===== src/ata_cmd_pkg.sv =====
// Constants for the task-file command block: register map, bit
// positions, command codes, diagnostic codes and timing counts.
// Assumes a 200 MHz core clock and a 32-bit classic Wishbone bus.
package ata_cmd_pkg;

    // ----------------------------------------------------------------
    // Register byte offsets
    // ----------------------------------------------------------------
    localparam logic [7:0] OFF_FEATURE  = 8'h00;
    localparam logic [7:0] OFF_SECCOUNT = 8'h04;
    localparam logic [7:0] OFF_ADDR0    = 8'h08;
    localparam logic [7:0] OFF_ADDR1    = 8'h0C;
    localparam logic [7:0] OFF_ADDR2    = 8'h10;
    localparam logic [7:0] OFF_DEVSEL   = 8'h14;
    localparam logic [7:0] OFF_COMMAND  = 8'h18;
    localparam logic [7:0] OFF_ERROR    = 8'h1C;
    localparam logic [7:0] OFF_STATUS   = 8'h20;
    localparam logic [7:0] OFF_DATA     = 8'h24;
    localparam logic [7:0] OFF_CONFIG   = 8'h28;
    localparam logic [7:0] OFF_REVISION = 8'h2C;
    localparam logic [7:0] OFF_SECURITY = 8'h30;

    // ----------------------------------------------------------------
    // Field positions
    // ----------------------------------------------------------------
    localparam int ST_BUSY  = 7;
    localparam int ST_READY = 6;
    localparam int ST_FAULT = 5;
    localparam int ST_DRQ   = 3;
    localparam int ST_ERR   = 0;
    localparam int ER_CRC   = 7;
    localparam int ER_ADDRESS_NOT_FOUND  = 4;
    localparam int ER_COMMAND_ABORTED  = 2;
    localparam int DS_LBA   = 6;
    localparam int DS_DEV   = 4;
    localparam int PW_MASTER_BIT = 0;
    localparam int PW_LEVEL_BIT  = 8;

    // ----------------------------------------------------------------
    // Command codes and result codes
    // ----------------------------------------------------------------
    localparam logic [7:0] CMD_WRITE_DMA = 8'hCA;
    localparam logic [7:0] CMD_DIAG      = 8'h90;
    localparam logic [7:0] CMD_SET_PW    = 8'hF1;
    localparam logic [7:0] DIAG_PASS     = 8'h01;
    localparam logic [7:0] DIAG_FAIL     = 8'h02;
    // Signature values are arbitrary
    localparam logic [7:0] SIG_COUNT = 8'h01;
    localparam logic [7:0] SIG_ADDR0 = 8'h01;
    localparam logic [7:0] SIG_ADDR1 = 8'h00;
    localparam logic [7:0] SIG_ADDR2 = 8'h00;
    localparam logic [7:0] SIG_DEV   = 8'h00;

    // ----------------------------------------------------------------
    // Reset values and sizes
    // ----------------------------------------------------------------
    localparam logic [7:0]  STATUS_RESET  = 8'h40;
    localparam logic [15:0] REV_RESET     = 16'hFFFF;
    localparam logic [27:0] LAST_USER_LBA = 28'h0FFFFFF;
    localparam logic [8:0]  FULL_COUNT    = 9'd256;
    localparam logic [8:0]  PW_WORDS      = 9'd256;
    localparam logic [8:0]  PW_FIRST      = 9'd1;
    localparam logic [8:0]  PW_LAST       = 9'd16;
    localparam logic [8:0]  PW_REV_WORD   = 9'd17;

    // ----------------------------------------------------------------
    // Timing
    // ----------------------------------------------------------------
    localparam int CLK_PERIOD_PS = 5000;
    localparam int DIAG_TIME_NS  = 1000;
    localparam int DIAG_CYCLES_I =
        (DIAG_TIME_NS * 1000 + CLK_PERIOD_PS - 1) / CLK_PERIOD_PS;
    localparam logic [15:0] DIAG_CYCLES = DIAG_CYCLES_I[15:0];

    typedef enum logic [2:0] {
        ST_IDLE, ST_DMA, ST_DIAG, ST_PW
    } cmd_state_t;

endpackage


===== src/ata_cmd_block.sv =====
// Task-file command interpreter: write DMA, device diagnostic and
// set password, reached over a classic Wishbone slave.
// Assumes the error and self-test pins are asynchronous to clock.
//
// What this block does
// - Command CAh starts a DMA write at the task-file address.
// - Sector count sets sectors transferred; 00h means 256.
// - Address bytes give bits 23:0, device select 3:0 gives 27:24.
// - Interface CRC error flagged only in Ultra DMA transfers.
// - Missing address flags address-not-found; out-of-range flags aborted.
// - Aborted flagged on Ultra DMA errors or incomplete actions.
// - Out-of-range address flags exactly one of aborted or not-found.
// - On DMA error the address registers hold the failing sector.
// - DMA error: busy, drq clear, ready set, fault, err as due.
// - Diagnostic 90h accepted whatever ready; select bit ignored.
// - Diagnostic runs the internal self-tests.
// - Diagnostic result in error register: 01h pass, else fail.
// - Diagnostic loads count, address and select with signature.
// - Diagnostic clears the device select bit.
// - Set password decoded from command code F1h.
// - Set password takes one 512-byte block from the host.
// - Word 0 bit 0 picks user/master, bit 8 level; words 1-16.
// - Revision code readable; 0000h or FFFFh means unsupported.
// - Set password: abort on failure, else clean ready status.
// - User password stored, lock armed for next power-on.
// - Master password stored, lock and level kept, revision taken.
`timescale 1ns/100ps
module ata_cmd_block
    import ata_cmd_pkg::*;
(
    input  wire logic        clock,             // Core clock
    input  wire logic        rst,               // Async reset, high
    input  wire logic        wb_cyc_i,          // Bus cycle
    input  wire logic        wb_stb_i,          // Bus strobe
    input  wire logic        wb_we_i,           // Bus write
    input  wire logic [7:0]  wb_adr_i,          // Byte address
    input  wire logic [3:0]  wb_sel_i,          // Byte lanes
    input  wire logic [31:0] wb_dat_i,          // Write data
    output logic      [31:0] wb_dat_o,          // Read data
    output logic             wb_ack_o,          // Bus acknowledge
    input  wire logic        crc_err_pin,       // Link CRC error
    input  wire logic        fault_pin,         // Device fault
    input  wire logic        addr_miss_pin,     // Sector not found
    input  wire logic        selftest_fail_pin, // Self-test failure
    output logic      [15:0] write_data,        // Data word to media
    output logic             write_valid,       // Data word strobe
    output logic      [27:0] write_lba,         // Sector of the word
    output logic             lock_armed         // Lock at next reset
);

    // ----------------------------------------------------------------
    // Input synchronisers
    // ----------------------------------------------------------------
    logic [3:0] pin_meta_reg;
    logic [3:0] pin_sync_reg;

    always_ff @(posedge clock or posedge rst) begin
        if (rst) begin
            pin_meta_reg <= 4'h0;
            pin_sync_reg <= 4'h0;
        end else begin
            pin_meta_reg <= {selftest_fail_pin, addr_miss_pin,
                             fault_pin, crc_err_pin};
            pin_sync_reg <= pin_meta_reg;
        end
    end

    logic crc_err;
    logic fault;
    logic addr_miss;
    logic selftest_fail;
    assign crc_err       = pin_sync_reg[0];
    assign fault         = pin_sync_reg[1];
    assign addr_miss     = pin_sync_reg[2];
    assign selftest_fail = pin_sync_reg[3];

    // ----------------------------------------------------------------
    // Bus slave
    // ----------------------------------------------------------------
    logic ack_reg;
    logic wr_take;
    logic lane0;

    always_ff @(posedge clock or posedge rst) begin
        if (rst)
            ack_reg <= 1'b0;
        else
            ack_reg <= wb_cyc_i & wb_stb_i & ~ack_reg;
    end

    // Writes act on the edge at which the master samples ack
    assign lane0   = wb_sel_i[0];
    assign wr_take = wb_cyc_i & wb_stb_i & wb_we_i & ack_reg & lane0;
    assign wb_ack_o = ack_reg;

    // ----------------------------------------------------------------
    // Task-file and state registers
    // ----------------------------------------------------------------
    cmd_state_t  state_reg;
    logic [7:0]  feature_input;
    logic [7:0]  sector_count_reg;
    logic [7:0]  address_byte0;
    logic [7:0]  address_byte1;
    logic [7:0]  address_byte2;
    logic [7:0]  device_select_reg;
    logic [7:0]  error_report_reg;
    logic [7:0]  status_flags_reg;
    logic        udma_mode_reg;
    logic [27:0] lba_reg;
    logic [16:0] words_left_reg;
    logic [15:0] diag_count_reg;
    logic [8:0]  pw_index_reg;
    logic        pw_master_reg;
    logic        pw_level_reg;
    logic [15:0] pw_buf_reg [16];
    logic [15:0] user_pw_reg [16];
    logic [15:0] master_pw_reg [16];
    logic [15:0] revision_reg;
    logic        level_max_reg;
    logic        user_set_reg;
    logic        master_set_reg;
    logic        lock_armed_reg;

    logic        wr_cmd;
    logic        wr_data;
    logic        ready;
    logic [27:0] start_lba;
    logic [8:0]  req_sectors;
    logic [28:0] end_lba;
    logic        out_of_range;
    logic        sector_end;

    assign ready   = status_flags_reg[ST_READY]
                   & ~status_flags_reg[ST_BUSY];
    assign wr_cmd  = wr_take & (wb_adr_i == OFF_COMMAND);
    assign wr_data = wr_take & (wb_adr_i == OFF_DATA)
                   & status_flags_reg[ST_DRQ];
    assign start_lba = {device_select_reg[3:0], address_byte2,
                        address_byte1, address_byte0};
    assign req_sectors = (sector_count_reg == 8'h00) ? FULL_COUNT
                       : {1'b0, sector_count_reg};
    assign end_lba = {1'b0, start_lba}
                   + {20'h00000, req_sectors};
    assign out_of_range = end_lba > ({1'b0, LAST_USER_LBA}
                                     + 29'h0000001);
    assign sector_end = words_left_reg[7:0] == 8'h01;

    // ----------------------------------------------------------------
    // Command sequencer and task-file updates
    // ----------------------------------------------------------------
    always_ff @(posedge clock or posedge rst) begin
        if (rst) begin
            state_reg         <= ST_IDLE;
            feature_input     <= 8'h00;
            sector_count_reg  <= 8'h00;
            address_byte0     <= 8'h00;
            address_byte1     <= 8'h00;
            address_byte2     <= 8'h00;
            device_select_reg <= 8'h00;
            error_report_reg  <= 8'h00;
            status_flags_reg  <= STATUS_RESET;
            lba_reg           <= 28'h0000000;
            words_left_reg    <= 17'h00000;
            diag_count_reg    <= 16'h0000;
            pw_index_reg      <= 9'h000;
            pw_master_reg     <= 1'b0;
            pw_level_reg      <= 1'b0;
        end else begin
            unique case (state_reg)
            ST_IDLE: begin
                if (wr_take & ~status_flags_reg[ST_BUSY]) begin
                    unique case (wb_adr_i)
                    OFF_FEATURE:  feature_input <= wb_dat_i[7:0];
                    OFF_SECCOUNT: sector_count_reg <= wb_dat_i[7:0];
                    OFF_ADDR0:    address_byte0 <= wb_dat_i[7:0];
                    OFF_ADDR1:    address_byte1 <= wb_dat_i[7:0];
                    OFF_ADDR2:    address_byte2 <= wb_dat_i[7:0];
                    OFF_DEVSEL:   device_select_reg <= wb_dat_i[7:0];
                    default: ;
                    endcase
                end
                if (wr_cmd && wb_dat_i[7:0] == CMD_DIAG) begin
                    status_flags_reg <= 8'h80;
                    diag_count_reg   <= DIAG_CYCLES;
                    state_reg        <= ST_DIAG;
                end else if (wr_cmd && ready) begin
                    error_report_reg <= 8'h00;
                    if (wb_dat_i[7:0] == CMD_WRITE_DMA) begin
                        if (out_of_range) begin
                            // Aborted, so not-found stays clear
                            error_report_reg <= 8'h04;
                            status_flags_reg <= 8'h41;
                        end else begin
                            lba_reg <= start_lba;
                            words_left_reg <= {req_sectors,
                                               8'h00};
                            status_flags_reg <= 8'h48;
                            state_reg <= ST_DMA;
                        end
                    end else if (wb_dat_i[7:0] == CMD_SET_PW) begin
                        pw_index_reg     <= 9'h000;
                        status_flags_reg <= 8'h48;
                        state_reg        <= ST_PW;
                    end else begin
                        error_report_reg <= 8'h04;
                        status_flags_reg <= 8'h41;
                    end
                end
            end
            ST_DMA: begin
                if (wr_data) begin
                    words_left_reg <= words_left_reg - 17'h00001;
                    if (crc_err | fault | addr_miss) begin
                        error_report_reg[ER_CRC] <=
                            crc_err & udma_mode_reg;
                        error_report_reg[ER_ADDRESS_NOT_FOUND] <= addr_miss;
                        error_report_reg[ER_COMMAND_ABORTED] <=
                            crc_err | fault;
                        {device_select_reg[3:0], address_byte2,
                         address_byte1, address_byte0} <=
                            lba_reg;
                        status_flags_reg <= {2'b01, fault,
                                             5'b00001};
                        state_reg <= ST_IDLE;
                    end else if (words_left_reg == 17'h00001) begin
                        status_flags_reg <= 8'h40;
                        state_reg <= ST_IDLE;
                    end else if (sector_end) begin
                        lba_reg <= lba_reg + 28'h0000001;
                    end
                end
            end
            ST_DIAG: begin
                diag_count_reg <= diag_count_reg - 16'h0001;
                if (diag_count_reg == 16'h0001) begin
                    error_report_reg <= selftest_fail ? DIAG_FAIL
                                                      : DIAG_PASS;
                    sector_count_reg  <= SIG_COUNT;
                    address_byte0     <= SIG_ADDR0;
                    address_byte1     <= SIG_ADDR1;
                    address_byte2     <= SIG_ADDR2;
                    device_select_reg <= SIG_DEV & 8'hEF;
                    status_flags_reg  <= 8'h40;
                    state_reg         <= ST_IDLE;
                end
            end
            ST_PW: begin
                if (wr_data) begin
                    pw_index_reg <= pw_index_reg + 9'h001;
                    if (pw_index_reg == 9'h000) begin
                        pw_master_reg <= wb_dat_i[PW_MASTER_BIT];
                        pw_level_reg  <= wb_dat_i[PW_LEVEL_BIT];
                    end
                    if (pw_index_reg == PW_WORDS - 9'h001) begin
                        error_report_reg[ER_COMMAND_ABORTED] <= fault;
                        status_flags_reg <= {2'b01, fault, 4'b0000,
                                             fault};
                        state_reg <= ST_IDLE;
                    end
                end
            end
            endcase
        end
    end

    // ----------------------------------------------------------------
    // Password block capture and stored security state
    // ----------------------------------------------------------------
    logic pw_done;
    assign pw_done = (state_reg == ST_PW) & wr_data & ~fault
                   & (pw_index_reg == PW_WORDS - 9'h001);

    genvar gi;
    generate
        for (gi = 0; gi < 16; gi++) begin : g_pw
            always_ff @(posedge clock or posedge rst) begin
                if (rst) begin
                    pw_buf_reg[gi]    <= 16'h0000;
                    user_pw_reg[gi]   <= 16'h0000;
                    master_pw_reg[gi] <= 16'h0000;
                end else begin
                    if (state_reg == ST_PW && wr_data &&
                        pw_index_reg == PW_FIRST + 9'(gi))
                        pw_buf_reg[gi] <= wb_dat_i[15:0];
                    if (pw_done && !pw_master_reg)
                        user_pw_reg[gi] <= pw_buf_reg[gi];
                    if (pw_done && pw_master_reg)
                        master_pw_reg[gi] <= pw_buf_reg[gi];
                end
            end
        end
    endgenerate

    always_ff @(posedge clock or posedge rst) begin
        if (rst) begin
            revision_reg   <= REV_RESET;
            level_max_reg  <= 1'b0;
            user_set_reg   <= 1'b0;
            master_set_reg <= 1'b0;
            lock_armed_reg <= 1'b0;
        end else if (pw_done) begin
            if (pw_master_reg) begin
                master_set_reg <= 1'b1;
            end else begin
                user_set_reg   <= 1'b1;
                level_max_reg  <= pw_level_reg;
                lock_armed_reg <= 1'b1;
            end
        end else if (state_reg == ST_PW && wr_data &&
                     pw_master_reg &&
                     pw_index_reg == PW_REV_WORD) begin
            revision_reg <= wb_dat_i[15:0];
        end
    end

    // ----------------------------------------------------------------
    // Configuration register
    // ----------------------------------------------------------------
    always_ff @(posedge clock or posedge rst) begin
        if (rst)
            udma_mode_reg <= 1'b0;
        else if (wr_take && wb_adr_i == OFF_CONFIG)
            udma_mode_reg <= wb_dat_i[0];
    end

    // ----------------------------------------------------------------
    // Read data, registered while ack rises
    // ----------------------------------------------------------------
    logic [31:0] rd_data_reg;

    always_ff @(posedge clock or posedge rst) begin
        if (rst) begin
            rd_data_reg <= 32'h00000000;
        end else if (wb_cyc_i & wb_stb_i & ~ack_reg) begin
            unique case (wb_adr_i)
            OFF_SECCOUNT: rd_data_reg <= {24'h0, sector_count_reg};
            OFF_ADDR0:    rd_data_reg <= {24'h0, address_byte0};
            OFF_ADDR1:    rd_data_reg <= {24'h0, address_byte1};
            OFF_ADDR2:    rd_data_reg <= {24'h0, address_byte2};
            OFF_DEVSEL:   rd_data_reg <= {24'h0, device_select_reg};
            OFF_ERROR:    rd_data_reg <= {24'h0, error_report_reg};
            OFF_STATUS:   rd_data_reg <= {24'h0, status_flags_reg};
            OFF_CONFIG:   rd_data_reg <= {31'h0, udma_mode_reg};
            OFF_REVISION: rd_data_reg <= {16'h0, revision_reg};
            OFF_SECURITY: rd_data_reg <= {28'h0, lock_armed_reg,
                                          level_max_reg,
                                          master_set_reg,
                                          user_set_reg};
            default:      rd_data_reg <= 32'h00000000;
            endcase
        end
    end

    assign wb_dat_o = rd_data_reg;

    // ----------------------------------------------------------------
    // Media-side data stream
    // ----------------------------------------------------------------
    logic [15:0] wdata_reg;
    logic        wvalid_reg;
    logic [27:0] wlba_reg;

    always_ff @(posedge clock or posedge rst) begin
        if (rst) begin
            wdata_reg  <= 16'h0000;
            wvalid_reg <= 1'b0;
            wlba_reg   <= 28'h0000000;
        end else begin
            wvalid_reg <= (state_reg == ST_DMA) & wr_data
                        & ~(crc_err | fault | addr_miss);
            if ((state_reg == ST_DMA) & wr_data) begin
                wdata_reg <= wb_dat_i[15:0];
                wlba_reg  <= lba_reg;
            end
        end
    end

    assign write_data  = wdata_reg;
    assign write_valid = wvalid_reg;
    assign write_lba   = wlba_reg;
    assign lock_armed  = lock_armed_reg;

endmodule // ata_cmd_block


===== config.mk =====
export PLATFORM = sky130hd
export DESIGN_NAME = ata_cmd_block
export DESIGN_NICKNAME = d
export VERILOG_FILES = /design/src/ata_cmd_pkg.sv /design/src/ata_cmd_block.sv
export SDC_FILE = /design/constraint.sdc
export NUM_CORES = 1
export LEC_CHECK = 0
export ABC_AREA = 1
export BUFFER_PORTS_ARGS = -buffer_cell sky130_fd_sc_hd__buf_2
export CAP_MARGIN = 20
export CORE_ASPECT_RATIO = 1.75
export CORE_MARGIN = 1
export CORE_UTILIZATION = 55
export DETAILED_ROUTE_END_ITERATION = 10
export GPL_ROUTABILITY_DRIVEN = 0
export PLACE_DENSITY = 0.75
export SLEW_MARGIN = 20
export SYNTH_ARGS = -nofsm -noshare
export SYNTH_HDL_FRONTEND = slang
export SYNTH_SLANG_ARGS = --single-unit

===== constraint.sdc =====
create_clock -name clock -period 13.4 [get_ports clock]
set_input_delay 2.01 -clock clock [delete_from_list [all_inputs] [get_ports clock]]
set_output_delay 2.01 -clock clock [all_outputs]
set_load 0.1 [all_outputs]

==> impl_results.md <==
- Most common cell after layout, fill and taps aside: nand2_1
- I/O pins: around 130
- I/O Buffers: 96
- Final net count: approximately 1.9k
- Startpoint Class: input pin
- Mux share of post-synthesis cell area: less than 1%
- Leakage power figure: roughly 7.3 nW
- WL final: between 30 and 40 mm
- Routed WL per cell: 17.3 um
- WP data arrival: between 4 and 5 ns
- Setup CP Type: in -> reg
- Post-synthesis cell count: 1733
- Non-Filler Instances: 2122
- Max_cap viols: 0
- First-pass DRT Iterations: 5
- Die ar.: ~24000 um^2
- DP Cell Count: around 2.1k
- Hold Buf Count CTS: 0
- Post_cts resized: 0
- Vias in the first global route: 11.5k
- CTS tree: yes
- Largest net degree at the start of global routing: between 100 and 150
- Initial core utilization: 55.7%
- Post-Synth XOR/XNOR Area: around 1.6%
- Setup WS post-layout: 9.30 ns
- Min-Delay Path Class: reg -> reg
- Dpl hpwl: between 20 and 30 mm
- Worst-Margin Slew: 0.959 ns
- Antenna diodes: 0
- Compound-Gate Fraction of Synth Area: ~14%
- Vias: 12.0k
- Slew Limit Headroom: 36.1%
- First-pass GRT wire length: between 50 and 60 mm
- Initial antenna violation count: 0
- Root buf cell: clkbuf_16
- Final hold vios: 0
- Drt drc: 0
- Average size of a mapped cell: roughly 7.3 um^2
- GRT Residual Overflow: 0
- Post-layout min period: a little over 4 ns
- Global Route Usage Sum: roughly a third
- CP required: around 14 ns
- Fraction of layout cells with a size suffix above 1: between 10% and 20%
- DIE WIDTH: ~120 um
- Final period util: a little under a third
- Initial DRC count: around 900
- Area Growth Syn to Fin: 10.6%
- Largest family of logic cells by synthesized area: simple AND/OR/NAND/NOR gates
- Commonest cells after routing, fill and taps aside: nand2_1 (454), inv_1 (249), dfrtp_1 (197)
- PwrDens: roughly 96 nW/um^2
- Worst-Skew Late Latency: around 0.55 ns
- Slew Limit Fails: 0
- CTS Buffer Depth: 3
- Worst Skew: between 0.02 and 0.025 ns
- Clock Sink Count: 214
- Clock-pin transition on the worst setup and hold timing paths: 0.06 ns
- Status: completed
- Setup TNS: 0 ns
- Total power: between 1 and 1.5 mW
- Crit path capture type: register
- Simple-gate share of the synthesized area: between 20% and 30%
- YS warnings: 0
- Ys async rst share: 100%
- Final Util: roughly three fifths
- Top FF cell, synth: dfrtp_1
- Total CTS buffers: 22
- Unrepaired setup endpoints after global routing: false
- Post-synthesis adder-cell area fraction: 2.34%
- Core Box Area: roughly 23000 um^2
- Synth Cell Area: ~13000 um^2
- Hold Path Depth: 0
- Max Fanout on Critical Path: between 50 and 60
- Peak VDD IR: roughly 0.00011 V
- Die height: 202 um
- Place WS: slightly below 9 ns
- Site Rows: 73
- Fmax: between 200 and 250 MHz
- Via/cell ratio: 5.64
- Sequential share of the synthesized area: 42.6%
- Yosys reg bits: 214
- EDFF count, synth: 0
- H-tree depth: 1
- Reg2reg path depth: 21
- Post-synthesis cell type count: 60
- Post-DRT Antenna Nets: 0
- Setup Viol. Count Final: 0
- Setup Fix Bufs, Post-CTS: 0
-- path summary, 6_finish.rpt --
path / slack [ns] / startpoint / endpoint
min in group asynchronous: 1.63 / rst / wb_dat_o[12]
setup / recovery: 9.30 / wb_dat_i[0] / lba_reg[27]
setup reg to reg: 9.62 / sector_count_reg[1] / lba_reg[6]
max in group asynchronous: 10.45 / rst / words_left_reg[9]
hold reg to reg: 0.35 / pin_meta_reg[1] / pin_sync_reg[1]
hold / removal: 0.35 / pin_meta_reg[1] / pin_sync_reg[1]
-- routing by layer --
| layer | wire, um | GRT usage (%) |
|---|---|---|
| met1 | 12700 | 35.0 |
| met2 | 18400 | 55.8 |
| met3 | 2220 | 4.53 |
| met4 | 3380 | 25.6 |
| met5 | 0 | 0 |
-- critical path, cell delays in order --
cell	delay, ns
buf_2	0.14
inv_1	0.24
nand4_1	0.13
nor4_1	0.43
nor2_1	0.24
a221oi_1	0.27
nand3b_1	0.11
a21oi_1	0.23
nand2_4	0.35
inv_1	0.18
nand2_1	0.07
nand2_1	0.05
inv_1	0.04
-- area by class of cell --
| cell class | count | area [um^2] |
|---|---|---|
| inverter | 260 | 983 |
| sequential | 214 | 5380 |
| fill | 2157 | 8690 |
| multi-input combinational | 1207 | 5970 |
| clock inverter | 10 | 110 |
| tap | 300 | 375 |
| clock buffer | 30 | 631 |
| timing repair buffer | 101 | 522 |
-- power by group --
group / switching [mW] / total (mW) / internal (mW) / leakage [nW]
registers: 0.00147 / 0.650 / 0.648 / 2.50
logic: 0.0530 / 0.0612 / 0.00820 / 4.48
clock network: 0.279 / 0.633 / 0.354 / 0.365
total: 0.333 / 1.34 / 1.01 / 7.34
-- through the flow --
stage               hold slack (ns)  area (um^2)
floorplan                     0.331        12700
finish                        0.350        14000
global placement              0.332        13200
detailed placement            0.340        13200
CTS                           0.354        14000
global route                  0.365        14000
-- kinds of logic after synthesis --
kind of cell / after synthesis
DFF: 214
and+or+nand+nor: 822
other: 1
buffers and inverters: 327
muxes: 8
adders and majority gates: 23
xor gates and xnor gates: 23
AOI/OAI and AO/OA: 315
-- cell usage after synthesis (3+ instances only) --
cell type	number	area [um^2]
nor2_1	136	510
o21ai_0	177	886
a31oi_1	5	31.3
xor2_1	21	184
nand3_1	117	586
nand3b_1	5	37.5
nand2_1	455	1710
nor3_2	5	50.1
clkbuf_1	39	146
nand2_2	3	18.8
a21oi_1	51	255
buf_4	17	128
o22ai_1	15	93.8
o21ai_2	7	61.3
nor3_1	32	160
nor4_1	10	62.6
buf_6	6	67.6
inv_1	250	938
ha_1	22	275
o31ai_1	6	45.0
dfrtp_1	197	4930
nor2_2	4	25.0
nand4_1	37	231
inv_2	8	30.0
dfstp_2	17	447
o21ai_1	30	150
a221oi_1	6	52.6
buf_2	3	15.0
mux2_2	8	90.1
No activity file was read; power rests on OpenSTA's default activity.
